## config.mk

```make
export PLATFORM = sky130hd
export DESIGN_NAME = tmw_timer8
export DESIGN_NICKNAME = d
export VERILOG_FILES = /design/src/shared/tmw_pkg.sv /design/src/rtl/tmw_timer8.sv
export SDC_FILE = /design/constraint.sdc
export NUM_CORES = 1
export LEC_CHECK = 0
export ABC_AREA = 1
export BUFFER_PORTS_ARGS = -buffer_cell sky130_fd_sc_hd__buf_2
export CAP_MARGIN = 20
export CORE_MARGIN = 5
export CORE_UTILIZATION = 56
export CTS_BUF_LIST = sky130_fd_sc_hd__clkbuf_2 sky130_fd_sc_hd__clkbuf_4 sky130_fd_sc_hd__clkbuf_8
export DETAILED_ROUTE_END_ITERATION = 10
export GPL_TIMING_DRIVEN = 0
export HOLD_SLACK_MARGIN = 0.1
export MAX_ROUTING_LAYER = met4
export PLACE_DENSITY = 0.94
export SLEW_MARGIN = 20
export SYNTH_ARGS = -nofsm -noshare
export SYNTH_HDL_FRONTEND = slang
export SYNTH_SLANG_ARGS = --single-unit
```

## constraint.sdc

```tcl
create_clock -name clk_sys_i -period 2.6 [get_ports clk_sys_i]
set_clock_uncertainty 0.2 [all_clocks]
set_input_delay 0.26 -clock clk_sys_i [delete_from_list [all_inputs] [get_ports clk_sys_i]]
set_output_delay 0.26 -clock clk_sys_i [all_outputs]
set_load 0.005 [all_outputs]
```

## src/shared/tmw_pkg.sv

```systemverilog
// Constants and types shared by the 8-bit timer waveform-mode logic
// How it works
// - Only the waveform mode picks the count sequence; output actions only shape outputs.
// - Normal mode counts up forever, wrapping 0xFF to 0x00, never clearing.
// - Normal mode sets the overflow flag as the count turns zero; never clears it.
// - Normal mode accepts a count write at any moment without special handling.
// - Mode 2 clears the count to zero when it equals compare value A.
// - Mode 2 uses compare A unbuffered; a value below count means a wrap first.
// - Mode 2 with action 1 toggles output A on each match.
// - Mode 2 sets the overflow flag when the count passes 0xFF to 0x00.
// - A waveform output reaches its pin only while the pin direction is output.
// - Modes 3 and 7 count bottom to top, restart; top 0xFF or compare A.
// - Fast PWM increments up to top, then clears on the following tick.
// - Fast PWM sets the overflow flag each time the count reaches top.
// - Fast PWM action 2 clears on match, sets at top-to-bottom; action 3 opposite.
// - Fast PWM action 1 toggles output A only with mode bit 2; never output B.
// - Fast PWM compare A at bottom spikes one tick; at max a constant level.
// - Modes 1 and 5 count up to top then down to bottom; top 0xFF or A.
// - Phase-correct holds top for exactly one tick, then reverses direction.
// - Phase-correct sets the overflow flag each time the count reaches bottom.
// - Phase-correct action 2 clears on up match, sets on down match; 3 reversed.
// - Phase-correct action 1 toggles output A only with mode bit 2; never B.
// - Phase-correct action 2 compare at bottom gives steady low, at max steady high; action 3 the reverse.
// - Phase-correct forces the up-match result at bottom when a match was missed.
// - PWM modes double-buffer compare writes, loading at top; others write directly.
// - A compare flag sets on the tick after the count equals its compare value.
// - Clock select zero stops counting; a count write beats clear or count.
// - Action code zero disconnects the output and takes no match action.
`default_nettype none

package tmw_pkg;
   localparam int unsigned CNT_W = 8;
   localparam logic [7:0] CNT_BOTTOM = 8'h00;
   localparam logic [7:0] CNT_MAX = 8'hFF;
   localparam logic [7:0] CNT_RESET = 8'h00;
   localparam logic [7:0] CMP_RESET = 8'h00;
   localparam logic [2:0] CLK_STOPPED = 3'h0;
   localparam int unsigned MODE_BIT2 = 2;
   // Waveform mode codes
   localparam logic [2:0] WM_NORMAL = 3'h0;
   localparam logic [2:0] WM_PC_FF = 3'h1;
   localparam logic [2:0] WM_CTC = 3'h2;
   localparam logic [2:0] WM_FAST_FF = 3'h3;
   localparam logic [2:0] WM_PC_A = 3'h5;
   localparam logic [2:0] WM_FAST_A = 3'h7;
   // Output action codes
   localparam logic [1:0] ACT_OFF = 2'h0;
   localparam logic [1:0] ACT_TOGGLE = 2'h1;
   localparam logic [1:0] ACT_CLEAR = 2'h2;
   localparam logic [1:0] ACT_SET = 2'h3;
   localparam int unsigned ACT_HI = 1;

   typedef enum logic [3:0]
   {
      CLS_NORMAL = 4'b0001,
      CLS_CTC = 4'b0010,
      CLS_FAST = 4'b0100,
      CLS_PC = 4'b1000
   } tmw_class_t;
endpackage : tmw_pkg

`default_nettype wire

```

## src/rtl/tmw_timer8.sv

```systemverilog
// 8-bit timer counter with normal, clear-on-match, fast and phase-correct PWM modes
`timescale 1ns/1ps
`default_nettype none

module tmw_timer8
   import tmw_pkg::*;
(
   input wire logic clk_sys_i,
   input wire logic rst_i,
   input wire logic tick_i,
   input wire logic [2:0] clock_source_select_i,
   input wire logic [2:0] waveform_mode_select_i,
   input wire logic [1:0] output_a_action_select_i,
   input wire logic [1:0] output_b_action_select_i,
   input wire logic count_wr_i,
   input wire logic [7:0] count_wdata_i,
   input wire logic compare_a_wr_i,
   input wire logic compare_b_wr_i,
   input wire logic [7:0] compare_wdata_i,
   input wire logic overflow_clear_i,
   input wire logic compare_flag_a_clear_i,
   input wire logic compare_flag_b_clear_i,
   input wire logic pin_a_dir_out_i,
   input wire logic pin_b_dir_out_i,
   input wire logic pin_a_port_i,
   input wire logic pin_b_port_i,
   output logic [7:0] count_value_o,
   output logic [7:0] compare_value_a_o,
   output logic [7:0] compare_value_b_o,
   output logic counting_down_o,
   output logic overflow_flag_o,
   output logic compare_flag_a_o,
   output logic compare_flag_b_o,
   output logic wave_out_a_o,
   output logic wave_out_b_o,
   output logic pin_a_o,
   output logic pin_a_oe_o,
   output logic pin_b_o,
   output logic pin_b_oe_o
);

   // ------------------------------------------------------------
   // State
   // ------------------------------------------------------------
   logic [7:0] cnt_q;
   logic down_q;
   logic [7:0] cmp_a_q;
   logic [7:0] cmp_b_q;
   logic [7:0] buf_a_q;
   logic [7:0] buf_b_q;
   logic block_q;
   logic ovf_q;
   logic flag_a_q;
   logic flag_b_q;
   logic wave_a_q;
   logic wave_b_q;
   logic seen_down_a_q;
   logic seen_down_b_q;

   // ------------------------------------------------------------
   // Mode decode
   // ------------------------------------------------------------
   tmw_class_t cls;
   logic [7:0] top;
   logic step;
   logic is_pwm;
   logic at_top;
   logic at_bottom;
   logic match_a;
   logic match_b;
   logic a_eq_top;
   logic b_eq_top;
   logic wrap_up;
   logic pc_bottom;

   always_comb
   begin
      // Reserved mode codes fall back to plain up-counting
      case (waveform_mode_select_i)
         WM_CTC:
            cls = CLS_CTC;
         WM_FAST_FF, WM_FAST_A:
            cls = CLS_FAST;
         WM_PC_FF, WM_PC_A:
            cls = CLS_PC;
         default:
            cls = CLS_NORMAL;
      endcase
   end

   // Top follows the mode only; action codes never enter here
   assign top = (cls == CLS_CTC || waveform_mode_select_i[MODE_BIT2]) ? cmp_a_q : CNT_MAX;
   assign is_pwm = (cls == CLS_FAST) || (cls == CLS_PC);
   assign step = tick_i && (clock_source_select_i != CLK_STOPPED);
   assign at_top = (cnt_q == top);
   assign at_bottom = (cnt_q == CNT_BOTTOM);
   // A count write hides the match of the next timer tick
   assign match_a = (cnt_q == cmp_a_q) && !block_q;
   assign match_b = (cnt_q == cmp_b_q) && !block_q;
   assign a_eq_top = (cmp_a_q == top);
   assign b_eq_top = (cmp_b_q == top);
   assign wrap_up = (cls == CLS_FAST) && at_top;
   assign pc_bottom = (cls == CLS_PC) && down_q && at_bottom;

   // ------------------------------------------------------------
   // Counter and direction
   // ------------------------------------------------------------
   always_ff @(posedge clk_sys_i)
   begin
      if (rst_i)
      begin
         cnt_q <= CNT_RESET;
      end
      else if (count_wr_i)
      begin
         cnt_q <= count_wdata_i;
      end
      else if (step)
      begin
         case (cls)
            CLS_CTC:
               cnt_q <= (cnt_q == cmp_a_q) ? CNT_BOTTOM : cnt_q + 8'h01;
            CLS_FAST:
               cnt_q <= at_top ? CNT_BOTTOM : cnt_q + 8'h01;
            CLS_PC:
            begin
               // Top is held one tick: reversal happens on the tick that leaves it
               if (top == CNT_BOTTOM)
                  cnt_q <= CNT_BOTTOM;
               else if (!down_q && cnt_q >= top)
                  cnt_q <= cnt_q - 8'h01;
               else if (down_q && at_bottom)
                  cnt_q <= cnt_q + 8'h01;
               else if (down_q)
                  cnt_q <= cnt_q - 8'h01;
               else
                  cnt_q <= cnt_q + 8'h01;
            end
            default:
               cnt_q <= cnt_q + 8'h01;
         endcase
      end
   end

   always_ff @(posedge clk_sys_i)
   begin
      if (rst_i)
         down_q <= 1'b0;
      else if (cls != CLS_PC)
         down_q <= 1'b0;
      else if (step && !count_wr_i)
      begin
         if (!down_q && cnt_q >= top && top != CNT_BOTTOM)
            down_q <= 1'b1;
         else if (down_q && at_bottom)
            down_q <= 1'b0;
      end
   end

   always_ff @(posedge clk_sys_i)
   begin
      if (rst_i)
         block_q <= 1'b0;
      else if (count_wr_i)
         block_q <= 1'b1;
      else if (step)
         block_q <= 1'b0;
   end

   // ------------------------------------------------------------
   // Compare values, buffered only in PWM modes
   // ------------------------------------------------------------
   always_ff @(posedge clk_sys_i)
   begin
      if (rst_i)
      begin
         buf_a_q <= CMP_RESET;
         buf_b_q <= CMP_RESET;
      end
      else
      begin
         if (compare_a_wr_i)
            buf_a_q <= compare_wdata_i;
         if (compare_b_wr_i)
            buf_b_q <= compare_wdata_i;
      end
   end

   always_ff @(posedge clk_sys_i)
   begin
      if (rst_i)
      begin
         cmp_a_q <= CMP_RESET;
         cmp_b_q <= CMP_RESET;
      end
      else if (!is_pwm)
      begin
         // Direct writes: a value below the count is missed until a wrap
         if (compare_a_wr_i)
            cmp_a_q <= compare_wdata_i;
         if (compare_b_wr_i)
            cmp_b_q <= compare_wdata_i;
      end
      else if (step && !count_wr_i && at_top && !down_q)
      begin
         // Loading only at top keeps every period whole
         cmp_a_q <= buf_a_q;
         cmp_b_q <= buf_b_q;
      end
   end

   // ------------------------------------------------------------
   // Flags: a hardware set in the clearing cycle wins
   // ------------------------------------------------------------
   logic ovf_event;

   always_comb
   begin
      case (cls)
         CLS_FAST:
            ovf_event = at_top;
         CLS_PC:
            ovf_event = at_bottom;
         default:
            ovf_event = (cnt_q == CNT_MAX);
      endcase
   end

   always_ff @(posedge clk_sys_i)
   begin
      if (rst_i)
         ovf_q <= 1'b0;
      else if (step && !count_wr_i && ovf_event)
         ovf_q <= 1'b1;
      else if (overflow_clear_i)
         ovf_q <= 1'b0;
   end

   always_ff @(posedge clk_sys_i)
   begin
      if (rst_i)
      begin
         flag_a_q <= 1'b0;
         flag_b_q <= 1'b0;
      end
      else
      begin
         if (step && match_a)
            flag_a_q <= 1'b1;
         else if (compare_flag_a_clear_i)
            flag_a_q <= 1'b0;
         if (step && match_b)
            flag_b_q <= 1'b1;
         else if (compare_flag_b_clear_i)
            flag_b_q <= 1'b0;
      end
   end

   // ------------------------------------------------------------
   // Waveform outputs
   // ------------------------------------------------------------
   function automatic logic wave_next(
      input logic cur,
      input logic [1:0] act,
      input logic match,
      input logic eq_top,
      input logic may_toggle,
      input logic seen_down
   );
      logic nxt;
      nxt = cur;
      if (act == ACT_OFF)
         nxt = cur;
      else if (act == ACT_TOGGLE)
      begin
         if (match && (cls == CLS_NORMAL || cls == CLS_CTC || may_toggle))
            nxt = !cur;
      end
      else if (cls == CLS_NORMAL || cls == CLS_CTC)
      begin
         if (match)
            nxt = act[0];
      end
      else if (cls == CLS_FAST)
      begin
         // Match at top is ignored; the top action sets the steady level
         if (wrap_up)
            nxt = !act[0];
         else if (match && !eq_top)
            nxt = act[0];
      end
      else
      begin
         if (!down_q && at_top && eq_top)
            nxt = !act[0];
         else if (pc_bottom && !seen_down && !eq_top)
            nxt = act[0];
         else if (match && !eq_top)
            nxt = down_q ? !act[0] : act[0];
      end
      return nxt;
   endfunction : wave_next

   always_ff @(posedge clk_sys_i)
   begin
      if (rst_i)
      begin
         wave_a_q <= 1'b0;
         wave_b_q <= 1'b0;
      end
      else if (step)
      begin
         wave_a_q <= wave_next(wave_a_q, output_a_action_select_i, match_a, a_eq_top,
                               waveform_mode_select_i[MODE_BIT2], seen_down_a_q);
         wave_b_q <= wave_next(wave_b_q, output_b_action_select_i, match_b, b_eq_top,
                               1'b0, seen_down_b_q);
      end
   end

   // Remembers a down-slope match so a missed one can be repaired at bottom
   always_ff @(posedge clk_sys_i)
   begin
      if (rst_i)
      begin
         seen_down_a_q <= 1'b0;
         seen_down_b_q <= 1'b0;
      end
      else if (step)
      begin
         if (pc_bottom || !down_q)
            seen_down_a_q <= 1'b0;
         else if (match_a)
            seen_down_a_q <= 1'b1;
         if (pc_bottom || !down_q)
            seen_down_b_q <= 1'b0;
         else if (match_b)
            seen_down_b_q <= 1'b1;
      end
   end

   // ------------------------------------------------------------
   // Pin override
   // ------------------------------------------------------------
   assign pin_a_oe_o = pin_a_dir_out_i;
   assign pin_b_oe_o = pin_b_dir_out_i;
   assign pin_a_o = (output_a_action_select_i != ACT_OFF) ? wave_a_q : pin_a_port_i;
   assign pin_b_o = (output_b_action_select_i != ACT_OFF) ? wave_b_q : pin_b_port_i;

   assign count_value_o = cnt_q;
   assign compare_value_a_o = cmp_a_q;
   assign compare_value_b_o = cmp_b_q;
   assign counting_down_o = down_q;
   assign overflow_flag_o = ovf_q;
   assign compare_flag_a_o = flag_a_q;
   assign compare_flag_b_o = flag_b_q;
   assign wave_out_a_o = wave_a_q;
   assign wave_out_b_o = wave_b_q;
endmodule : tmw_timer8

`default_nettype wire

```

* Yosys cells after proc, flatten, opt, wreduce, memory -nomap -nowiden *
Index checks and enable logic that the tools add are counted.

storage, ports and cells
  input bits = 39
  word-level logic and storage cells = 171
  flip-flop bits (word level) = 49

cells by class
  reduce and logical (&&, ||, !) cells = 71
  muxes and demuxes = 56
  bitwise logic cells = 2
  order comparisons = 1
  equality and inequality tests = 25
  add/sub/neg operators = 2

operators with widths
  cell                 number
  $mux 8               15
  $eq 8x8->1           5
  $mux 1               38
  $logic_and 1x1->1    26
  $pmux 8 s3           1
  $reduce_bool 2->1    11
  $logic_not 8->1      2
  $pmux 4 s3           1
  $reduce_and 6->1     2
  $reduce_bool 6->1    2
  $logic_not 1->1      11
  $reduce_and 2->1     5
  $add 8x1->8 const B  1
  $eq 8x8->1 const B   1
  $ge 8x8->1           1
  $reduce_bool 8->1    1
  $sub 8x1->8 const B  1
  $eq 3x2->1 const B   2
  $eq 3x3->1 const B   2
  $ne 2x1->1 const B   3
  $reduce_or 2->1      3
  $logic_or 1x1->1     5
  $ne 5x3->1 const B   1
  $ne 5x4->1 const B   1
  13 further kinds     16

* Depth between registers and ports, before layout *
Gate-level depths: netlist (run 1).

  word-level depth = 15
  gate-level depth with buffers = 21

* Worst setup path after synthesis (run 1) *
Ideal clock, no wire load.

  kind = input -> register
  start = input waveform_mode_select_i[0]
  end = register cnt_q[2] (netlist: count_value_o[2])
  stages on the path = 20
  data arrival time = 1980 ps
  library setup time = 128 ps
  required time = 2272 ps
  path slack = 292 ps
  cells stage by stage = inv_2 -> nand2_2 -> nand2_4 -> buf_6 -> nand2_2 -> inv_1 -> ha_1 -> nand4_1 -> inv_1 -> nand2_1 -> inv_1 -> nor2_1 -> nand3_1 -> nand2_1 -> buf_4 -> o21ai_0 -> o211ai_1 -> a21oi_1 -> nor2_1 -> nor2_1

between the ends
  longest elaborated chain between the ends = 13
  elaborated cells on any way between the ends = 23
  those cells by class = 1 x order compare; 9 x eq/ne; 8 x mux; 5 x reduce/logical

RTL lines
  what                                line                                 source
  start: declaration                  tmw_timer8.sv:12                     input wire logic [2:0] waveform_mode_select_i,
  $eq 3x1->1 (tied with other cells)  tmw_timer8.sv:79                     case (waveform_mode_select_i)
  $reduce_or 2->1                     tmw_timer8.sv:79
  $pmux 4 s3 (*)                      tmw_timer8.sv:79
  $eq 4x2->1                          tmw_timer8.sv:92, tmw_timer8.sv:120
  $logic_or 1x1->1                    tmw_timer8.sv:92                     assign top = (cls == CLS_CTC || waveform_mode_select_i[MODE_BIT2]) ? cmp_a_q : CNT_MAX;
  $mux 8                              tmw_timer8.sv:92
  $ge 8x8->1                          tmw_timer8.sv:130                    else if (!down_q && cnt_q >= top)
  $logic_and 1x1->1                   tmw_timer8.sv:130
  $mux 8                              tmw_timer8.sv:130
  $mux 8                              tmw_timer8.sv:128                    if (top == CNT_BOTTOM)
  $pmux 8 s3 (*)                      tmw_timer8.sv:120                    case (cls)
  $mux 8 (*)                          tmw_timer8.sv:118                    else if (step)
  $mux 8 (*)                          tmw_timer8.sv:114                    else if (count_wr_i)
  end signal: assignment              tmw_timer8.sv:116                    cnt_q <= count_wdata_i;
  end signal: assignment              tmw_timer8.sv:122                    cnt_q <= (cnt_q == cmp_a_q) ? CNT_BOTTOM : cnt_q + 8'h01;
  end signal: assignment              tmw_timer8.sv:131                    cnt_q <= cnt_q - 8'h01;
  end: declaration                    tmw_timer8.sv:45                     logic [7:0] cnt_q;

Mark *: on every way between the ends. The rest lies on a longest branch, timed or not. The select of a mux whose other input is x is not followed.
A chain may end at the register's enable or synchronous reset.

* Final worst setup path (run 1) *
  start = input waveform_mode_select_i[0]
  end = register cmp_b_q[5] (netlist: compare_value_b_o[5])

between the ends
  longest elaborated chain between the ends = 11
  elaborated cells on any way between the ends = 21
  those cells by class = 10 x eq/ne; 3 x mux; 8 x reduce/logical

RTL lines
  what                                line               source
  $eq 3x1->1 (tied with other cells)  tmw_timer8.sv:79
  $reduce_or 2->1                     tmw_timer8.sv:79
  $pmux 4 s3 (*)                      tmw_timer8.sv:79
  $eq 4x2->1                          tmw_timer8.sv:92
  $logic_or 1x1->1                    tmw_timer8.sv:92
  $mux 8                              tmw_timer8.sv:92
  $eq 8x8->1                          tmw_timer8.sv:95   assign at_top = (cnt_q == top);
  $logic_and 1x1->1 (2 in series)     tmw_timer8.sv:204  else if (step && !count_wr_i && at_top && !down_q)
  $ne 2x1->1 (no line)                --
  $reduce_and 2->1 (no line)          --
  end signal: assignment              tmw_timer8.sv:202  cmp_b_q <= compare_wdata_i;
  end signal: assignment              tmw_timer8.sv:208  cmp_b_q <= buf_b_q;
  end: declaration                    tmw_timer8.sv:48   logic [7:0] cmp_b_q;

Mark *: on every way between the ends. The rest lies on a longest branch, timed or not.

==> results.tsv, run 1 <==
stage	metric	value	unit
status	status	complete, no violations	
drt	first_iter_violations	506	
finish	area_growth	28.0	%
timing	slew_viol_final	0	
setup_path	start_kind	input port	
timing	timing.hold.ws	0.108	ns
timing	hold_viol	0	
drt	routed-via-count	4140	
drt	via_per_inst	5.69	
clock_tree	clkTransAtPathRegs	0.11	ns
timing	layout_min_cycle_time	2.54	ns
clock_tree	clk_latency	0.31	ns
setup_path	cp_common_cell	inv_2	
clock_tree	h-tree-depth	2	
floorplanning	die_w	87.6	um
synthesis	synth_top_area_share	29.1	%
finish	n_fill_cell	475	
drt	firstDrtPassIters	5	
grt	grt_pass1_wl	17.0	mm
setup_path	crit_type	input port to flop	
clock_tree	clockBufferDepth	2	
place	io_buffers	70	
setup_path	cp.depth	18	
timing	relSlewSlack	57.2	%
setup_path	crit_required	2.61	ns
synthesis	synthFlopType	dfxtp_1	
synthesis	netlist_top_cells_area	dfxtp_1 (29%), nand2_1 (15%), o21ai_0 (8.6%), inv_1 (8.2%), a21oi_1 (6.8%)	
flow_run	maxCapViolations	0	
setup_path	end_kind	flop	
timing	max_clock_freq	394	MHz
drt	ant_nets	0	
drt	routed_wl	11.1	mm
setup_path	r2r_cells	14	
setup_path	cp_num_buf_inv	8	
timing	setup_viol	0	
clock_tree	root_buffer	clkbuf_8	
synthesis	synth.distinct_cells	37	
place	place.gp.congestion	0.917	
synthesis	yosysMostFrequentCell	nand2_1	
setup_path	cp_slowest_stage_delay	0.32	ns
floorplanning	start_util	57.3	%
power	ir_drop	0.380	mV
floorplanning	coreArea	5890	sq um
setup_path	cp_max_fo	10	
synthesis	synth-async-reset-ratio	0	%
place	dp_hpwl	7.96	mm
synthesis	synth_area	3370	sq um
setup_path	cpMaxStageDelayCell	nor4_4	
finish	finalNetCount	701	
floorplanning	row_count	28	
clock_tree	cts_inserted_buffers	5	
synthesis	synth_area_per_cell	6.16	sq um
synthesis	synth_nets	596	
setup_path	worstPathCellList	clkbuf_4 > clkinv_4 > nand2_2 > nand2_4 > buf_6 > nand2_2 > inv_1 > ha_1 > nand4_1 > inv_2 > nand2_4 > nor4_4 > inv_2 > o21ai_4 > inv_2 > buf_6 > o21ai_2 > a21oi_1	
synthesis	synth_area_leader_cell	dfxtp_1	
grt	grt_antenna_before_repair	0	
floorplanning	ios	73	
drt	drc	0	
timing	period_share	97.5	%
drt	detail_route.wl_per_cell	15.2	um
synthesis	synth_warnings	0	
clock_tree	cts_tree	done	
power	cellPowerDensity	461	nW/um^2
finish	drive_above_1_share	21.1	%
synthesis	synth_edf_count	0	
power	leakagePower	0.00213	uW
setup_path	worstPathArrival	2.55	ns
floorplanning	die_area	7670	sq um
min_path	hold_depth	3	
synthesis	synth_cells	547	
finish	antenna_cells	0	
floorplanning	die_height	87.6	um
timing	worst_pin_slew	0.636	ns
finish	utilization	73.3	%
grt	grt_max_degree	19	
min_path	hp-class	input port to flop	
grt	overflow	0	
setup_path	cp_top_family	buffers and inverters	
synthesis	ys_ff_latch	49	
grt	grt_usage	28.4	%
clock_tree	cts_sinks	49	
synthesis	ys_seq_area_share	29.1	%
synthesis	synthTopCellsByCount	nand2_1 (135), inv_1 (74), nor2_1 (60)	
grt	grt_pass1_vias	3763	
[stage by stage]
stage	power [uW]	worst slack [ns]	area, sq um	setup TNS (ns)	std cells
6_report	1990	0.0648	4310	0	728
3_3_place_gp	1400	-0.261	3810	-4.31	692
3_5_place_dp	1420	-0.338	3810	-5.64	692
5_1_grt	2100	-0.0628	4310	-0.704	728
2_1_floorplan	1240	0.292	3370	0	547
4_1_cts	1940	0.00579	4150	0	720
[registers in the layout, indices dropped and copies added, names as in the netlist]
signal	flops
buf_a_q	8
compare_flag_a_o	1
seen_down_b_q	1
buf_b_q	8
compare_value_b_o	8
count_value_o	8
wave_out_a_o	1
block_q	1
overflow_flag_o	1
seen_down_a_q	1
compare_flag_b_o	1
compare_value_a_o	8
wave_out_b_o	1
counting_down_o	1
[where the power goes]
part / switching [uW] / leakage [uW] / total (uW) / internal, uW
sequential: 52.6 / 0.000409 / 853 / 800
clock: 298 / 0.0000506 / 500 / 202
combinational: 386 / 0.00167 / 636 / 251
total: 736 / 0.00213 / 1990 / 1250
[final timing paths]
path / start / to / slack (ns)
max: waveform_mode_select_i[0] / compare_value_b_o[5] / 0.06
min: compare_a_wr_i / buf_a_q[2] / 0.11
max reg2reg: compare_value_a_o[1] / compare_value_b_o[5] / 0.10
min reg2reg: seen_down_b_q / seen_down_b_q / 0.26
[cell usage in the layout, fill, tap and decap left out, types with 2 or more instances in the layout]
| cell type | count |
|---|---|
| nand2_1 | 132 |
| buf_2 | 73 |
| inv_1 | 64 |
| nor2_1 | 56 |
| o21ai_0 | 50 |
| a21oi_1 | 46 |
| dfxtp_1 | 41 |
| nand3_1 | 21 |
| dlygate4sd3_1 | 20 |
| inv_2 | 10 |
| clkbuf_1 | 10 |
| xor2_1 | 10 |
| a31oi_1 | 10 |
| ha_1 | 10 |
| buf_4 | 9 |
| o211ai_1 | 8 |
| nand4_1 | 7 |
| nand2_2 | 6 |
| nor3_1 | 6 |
| o21ai_1 | 6 |
| buf_6 | 5 |
| clkbuf_8 | 5 |
| dfxtp_2 | 4 |
| dfxtp_4 | 4 |
| nor2_4 | 3 |
| nor4_1 | 3 |
| clkinv_4 | 2 |
| nand2_4 | 2 |
| o31ai_1 | 2 |
| o21ai_4 | 2 |
| o21ai_2 | 2 |
| nor2_2 | 2 |
| o22ai_1 | 2 |
| clkinv_1 | 2 |
| nand3b_1 | 2 |
[cells by family after synthesis]
family	after synthesis	synth area share, %
xor+xnor	11	2.86
fa+ha+maj	10	3.71
flops	49	29.1
buf+inv	99	12.0
compound gates	134	22.1
simple gates	244	30.3
[cell type report]
cell class,instances,area (sq um),share of cell area (%)
multi-input cells,399,2080,48.3
inverters,78,300,6.96
well taps,75,93.8,2.18
clock buffers,5,68.8,1.60
clock inverters,3,28.8,0.667
flip-flops and latches,49,1000,23.2
plain buffers,21,128,2.96
repair buffers,98,611,14.2
[routing by layer]
metal / GRT usage (%) / part of all wire [%] / up-vias
li1: - / - / 2002
met3: 4.23 / 7.0 / 30
met4: 10.9 / 2.5 / 0
met2: 48.8 / 50 / 213
met5: - / 0 / -
met1: 33.3 / 40 / 1895
[what timing repair did]
| item | in CTS | in global routing |
|---|---|---|
| endpoints found under the hold margin | 31 | 0 |
| endpoints found under the setup margin | 22 | 23 |
| gates resized for setup | 12 | 49 |
| pin swaps | 0 | 7 |
| hold buffers | 20 | 0 |
| gates cloned | 0 | 1 |
| buffers inserted | 0 | 7 |
[worst register-to-register path: cells and delay by family (launching register included)]
kind	cells	cell delay, ns
AND/OR/NAND/NOR	5	0.76
buffers and inverters	5	0.47
flip-flops	1	0.40
AO/OA/AOI/OAI	3	0.29
adder cells (fa/ha/maj)	1	0.28
Note: power is estimated with default switching activity, not from simulation.
==> run 2: changes to the inputs <==
==> config.mk (replaced) <==
export PLATFORM = sky130hd
export DESIGN_NAME = tmw_timer8
export DESIGN_NICKNAME = d
export VERILOG_FILES = /design/src/shared/tmw_pkg.sv /design/src/rtl/tmw_timer8.sv
export SDC_FILE = /design/constraint.sdc
export NUM_CORES = 1
export LEC_CHECK = 0
export ABC_AREA = 0
export BUFFER_PORTS_ARGS = -buffer_cell sky130_fd_sc_hd__buf_2
export CAP_MARGIN = 20
export CORE_MARGIN = 5
export CORE_UTILIZATION = 52
export CTS_BUF_LIST = sky130_fd_sc_hd__clkbuf_8
export DETAILED_ROUTE_END_ITERATION = 10
export GPL_TIMING_DRIVEN = 0
export HOLD_SLACK_MARGIN = 0.1
export MAX_ROUTING_LAYER = met4
export PLACE_DENSITY = 0.92
export SLEW_MARGIN = 20
export SYNTH_ARGS = -nofsm -noshare
export SYNTH_HDL_FRONTEND = slang
export SYNTH_SLANG_ARGS = --single-unit
==> constraint.sdc (replaced) <==
create_clock -name clk_sys_i -period 2.03 [get_ports clk_sys_i]
set_clock_uncertainty 0.2 [all_clocks]
set_input_delay 0.203 -clock clk_sys_i [delete_from_list [all_inputs] [get_ports clk_sys_i]]
set_output_delay 0.203 -clock clk_sys_i [all_outputs]
set_load 0.005 [all_outputs]
==> run 2 against run 1 <==
Against the previous run: the flow now finishes with violations (negative setup slack); final cell count decreased by 8.1%; wire length is 52% higher; utilization grew 9.9 points; power increased by 46%; largest power group is now combinational logic; non-clock buffer count rose by 51; combinational power is 81% higher; sequential power rose by 25%; synthesized cell count is 18% lower; largest cell class unchanged; global-route usage grew 2.0 points.
==> results.tsv, run 2 <==
stage	metric	value	unit	change
status	status	finished, violations left		
status	violations	negative setup slack		
finish	utilization	83.2	%	+9.9 points
min_path	hold_end	wave_out_b_o		
finish	drive_above_1_share	41.6	%	+20 points
synthesis	synth_area_per_cell	7.73	sq um	+25%
synthesis	synth_cells	450		-18%
place	place.gp.congestion	0.929		+1.3%
drt	ant_nets	0		unchanged
grt	overflow	0		unchanged
setup_path	reg2reg_slack	-0.76	ns	-0.86 ns
floorplanning	die_height	91.8	um	+4.8%
drt	detail_route.wl_per_cell	25.1	um	+65%
timing	rsz0062_at_grt	yes		
synthesis	netlist_top_cells_area	dfxtp_1 (28%), nor2_1 (9.1%), a21oi_1 (7.5%), mux2i_1 (6.9%), xnor2_1 (4.3%)		
finish	area_growth	53.6	%	
synthesis	synth_warnings	0		unchanged
floorplanning	ios	73		unchanged
synthesis	ys_ff_latch	49		unchanged
setup_path	start_kind	input port		
place	placed_area	4060	sq um	+6.3%
setup_path	end_kind	flop		
setup_path	crit_type	input port to flop		
flow_run	maxCapViolations	0		unchanged
min_path	min_from	output_b_action_select_i[1]		
clock_tree	clkTransAtPathRegs	0.10	ns	about the same
timing	setup_tns	-19.55	ns	-19.55 ns
synthesis	synthTopCellsByCount	nor2_1 (84), a21oi_1 (52), dfxtp_1 (49)		
finish	antenna_cells	0		unchanged
setup_path	crit_required	2.01	ns	-0.60 ns
floorplanning	row_count	29		+3.6%
setup_path	r2r_cells	11		-3
power	cellPowerDensity	543	nW/um^2	+18%
floorplanning	coreArea	6420	sq um	+9.1%
min_path	hold_depth	3		unchanged
grt	grt_usage	30.4	%	+2.0 points
setup_path	worstPathArrival	2.83	ns	+0.28 ns
synthesis	synth_area_leader_cell	dfxtp_1		
drt	via_per_inst	7.14		+26%
setup_path	r2r-end	compare_value_a_o[4]		
timing	hold_viol	0		unchanged
synthesis	synth_nets	499		-16%
clock_tree	root_buffer	clkbuf_8		
synthesis	synth_area	3480	sq um	+3.2%
synthesis	ys_seq_area_share	28.2	%	-0.91 points
timing	layout_min_cycle_time	2.85	ns	
setup_path	cp_max_fo	8		-2
power	leakagePower	0.00224	uW	+5.5%
clock_tree	cts_sinks	49		unchanged
synthesis	yosysMostFrequentCell	nor2_1		
drt	firstDrtPassIters	7		+2
drt	routed-via-count	4777		+15%
timing	relSlewSlack	44.8	%	-12 points
clock_tree	h-tree-depth	2		unchanged
grt	grt_antenna_before_repair	0		unchanged
drt	routed_wl	16.8	mm	+52%
setup_path	r2r_start	compare_value_a_o[6]		
drt	drc	0		unchanged
floorplanning	die_w	91.8	um	+4.8%
timing	setup_slack	-0.816	ns	-0.881 ns
grt	grt_pass1_wl	20.3	mm	+20%
clock_tree	cts_tree	done		
timing	max_clock_freq	351	MHz	
grt	grt_pass1_vias	4169		+11%
synthesis	synth.distinct_cells	59		+59%
synthesis	synth_edf_count	0		unchanged
finish	final_cell_mix	buf_2 (67), nor2_1 (66), buf_4 (42)		
place	io_buffers	66		-5.7%
clock_tree	clockBufferDepth	2		unchanged
finish	final_common_cell	buf_2		
grt	grt_max_degree	17		-2
floorplanning	die_area	8430	sq um	+9.9%
place	dp_hpwl	8.16	mm	+2.5%
floorplanning	start_util	54.2	%	-3.1 points
synthesis	synthFlopType	dfxtp_1		
finish	finalNetCount	640		-8.7%
clock_tree	clk_latency	0.33	ns	+0.02 ns
timing	setup_viol	30		+30
synthesis	synth_top_area_share	28.2	%	-0.91 points
drt	first_iter_violations	960		+90%
timing	worst_pin_slew	0.829	ns	+0.193 ns
finish	final_cell_area	5340	sq um	+24%
timing	slew_viol_final	0		unchanged
timing	period_share	140	%	
clock_tree	cts_inserted_buffers	5		unchanged
power	ir_drop	0.421	mV	+11%
synthesis	synth-async-reset-ratio	0	%	unchanged
min_path	hp-class	input port to flop		
[run 2: final cells by class]
class                      instances  area [sq um]
sequential                        49          1020
tap                               77          96.3
fill                             312          1080
timing repair buffer             140          1030
inverter                          12          47.5
multi-input combinational        353          2840
buffer                            30           209
clock buffer                       6          82.6
clock inverter                     2          17.5
[run 2: cell families after synthesis]
family	synth area share (%)
fa+ha+maj	3.60
buf+inv	6.33
compound gates	20.9
mux	8.20
flops	28.2
simple gates	26.5
xor+xnor	6.29
[run 2: worst max-delay path by stage]
| stage | to | cells after the start | start |
|---|---|---|---|
| 2_1_floorplan | count_value_o[7] | 13 | waveform_mode_select_i[1] |
| 3_3_place_gp | count_value_o[7] | 13 | waveform_mode_select_i[1] |
| 3_5_place_dp | count_value_o[7] | 13 | waveform_mode_select_i[1] |
| 4_1_cts | count_value_o[7] | 11 | compare_value_a_o[1] |
| 5_1_grt | compare_value_a_o[4] | 15 | waveform_mode_select_i[1] |
| 6_report | compare_value_a_o[4] | 15 | waveform_mode_select_i[1] |
[run 2: critical path, cell delays in order]
cell	delay (ns)
buf_12	0.12
nor2b_4	0.14
nor2_4	0.16
buf_6	0.16
nor2_2	0.04
ha_1	0.32
nand4_1	0.19
or2_4	0.35
buf_6	0.13
nor4_4	0.27
buf_4	0.21
a21oi_4	0.08
buf_8	0.23
a21oi_2	0.15
nor2_1	0.06
[run 2: repair_timing]
| item | CTS | global route |
|---|---|---|
| setup buffers | 24 | 28 |
| hold endpoints to repair | 27 | 0 |
| cloned | 2 | 0 |
| hold buffers | 20 | 0 |
| resized for setup | 59 | 78 |
| endpoints found under the setup margin | 31 | 32 |
| pin swaps | 20 | 34 |
[run 2: stage by stage]
stage | total power [uW] | instances | setup WS (ns) | hold WS, ns
after global placement | 1740 | 593 | -1.07 | 0.241
after global routing | 2950 | 669 | -0.827 | 0.164
final | 2900 | 669 | -0.816 | 0.135
after floorplan | 1570 | 450 | -0.767 | 0.147
after CTS | 2560 | 642 | -0.673 | 0.109
after detailed placement | 1770 | 593 | -1.10 | 0.257
[run 2: per-layer routing]
metal | vias to the layer above | global-route usage (%) | routed length, um
met5 | - | - | 0
li1 | 1874 | - | -
met1 | 2149 | 35.6 | 5820
met4 | 0 | 20.2 | 1290
met3 | 175 | 7.45 | 2540
met2 | 579 | 46.3 | 7170
[run 2: power breakdown]
part	internal (uW)	switching [uW]
clock	285	397
combinational	520	629
sequential	1010	64.5
total	1810	1090
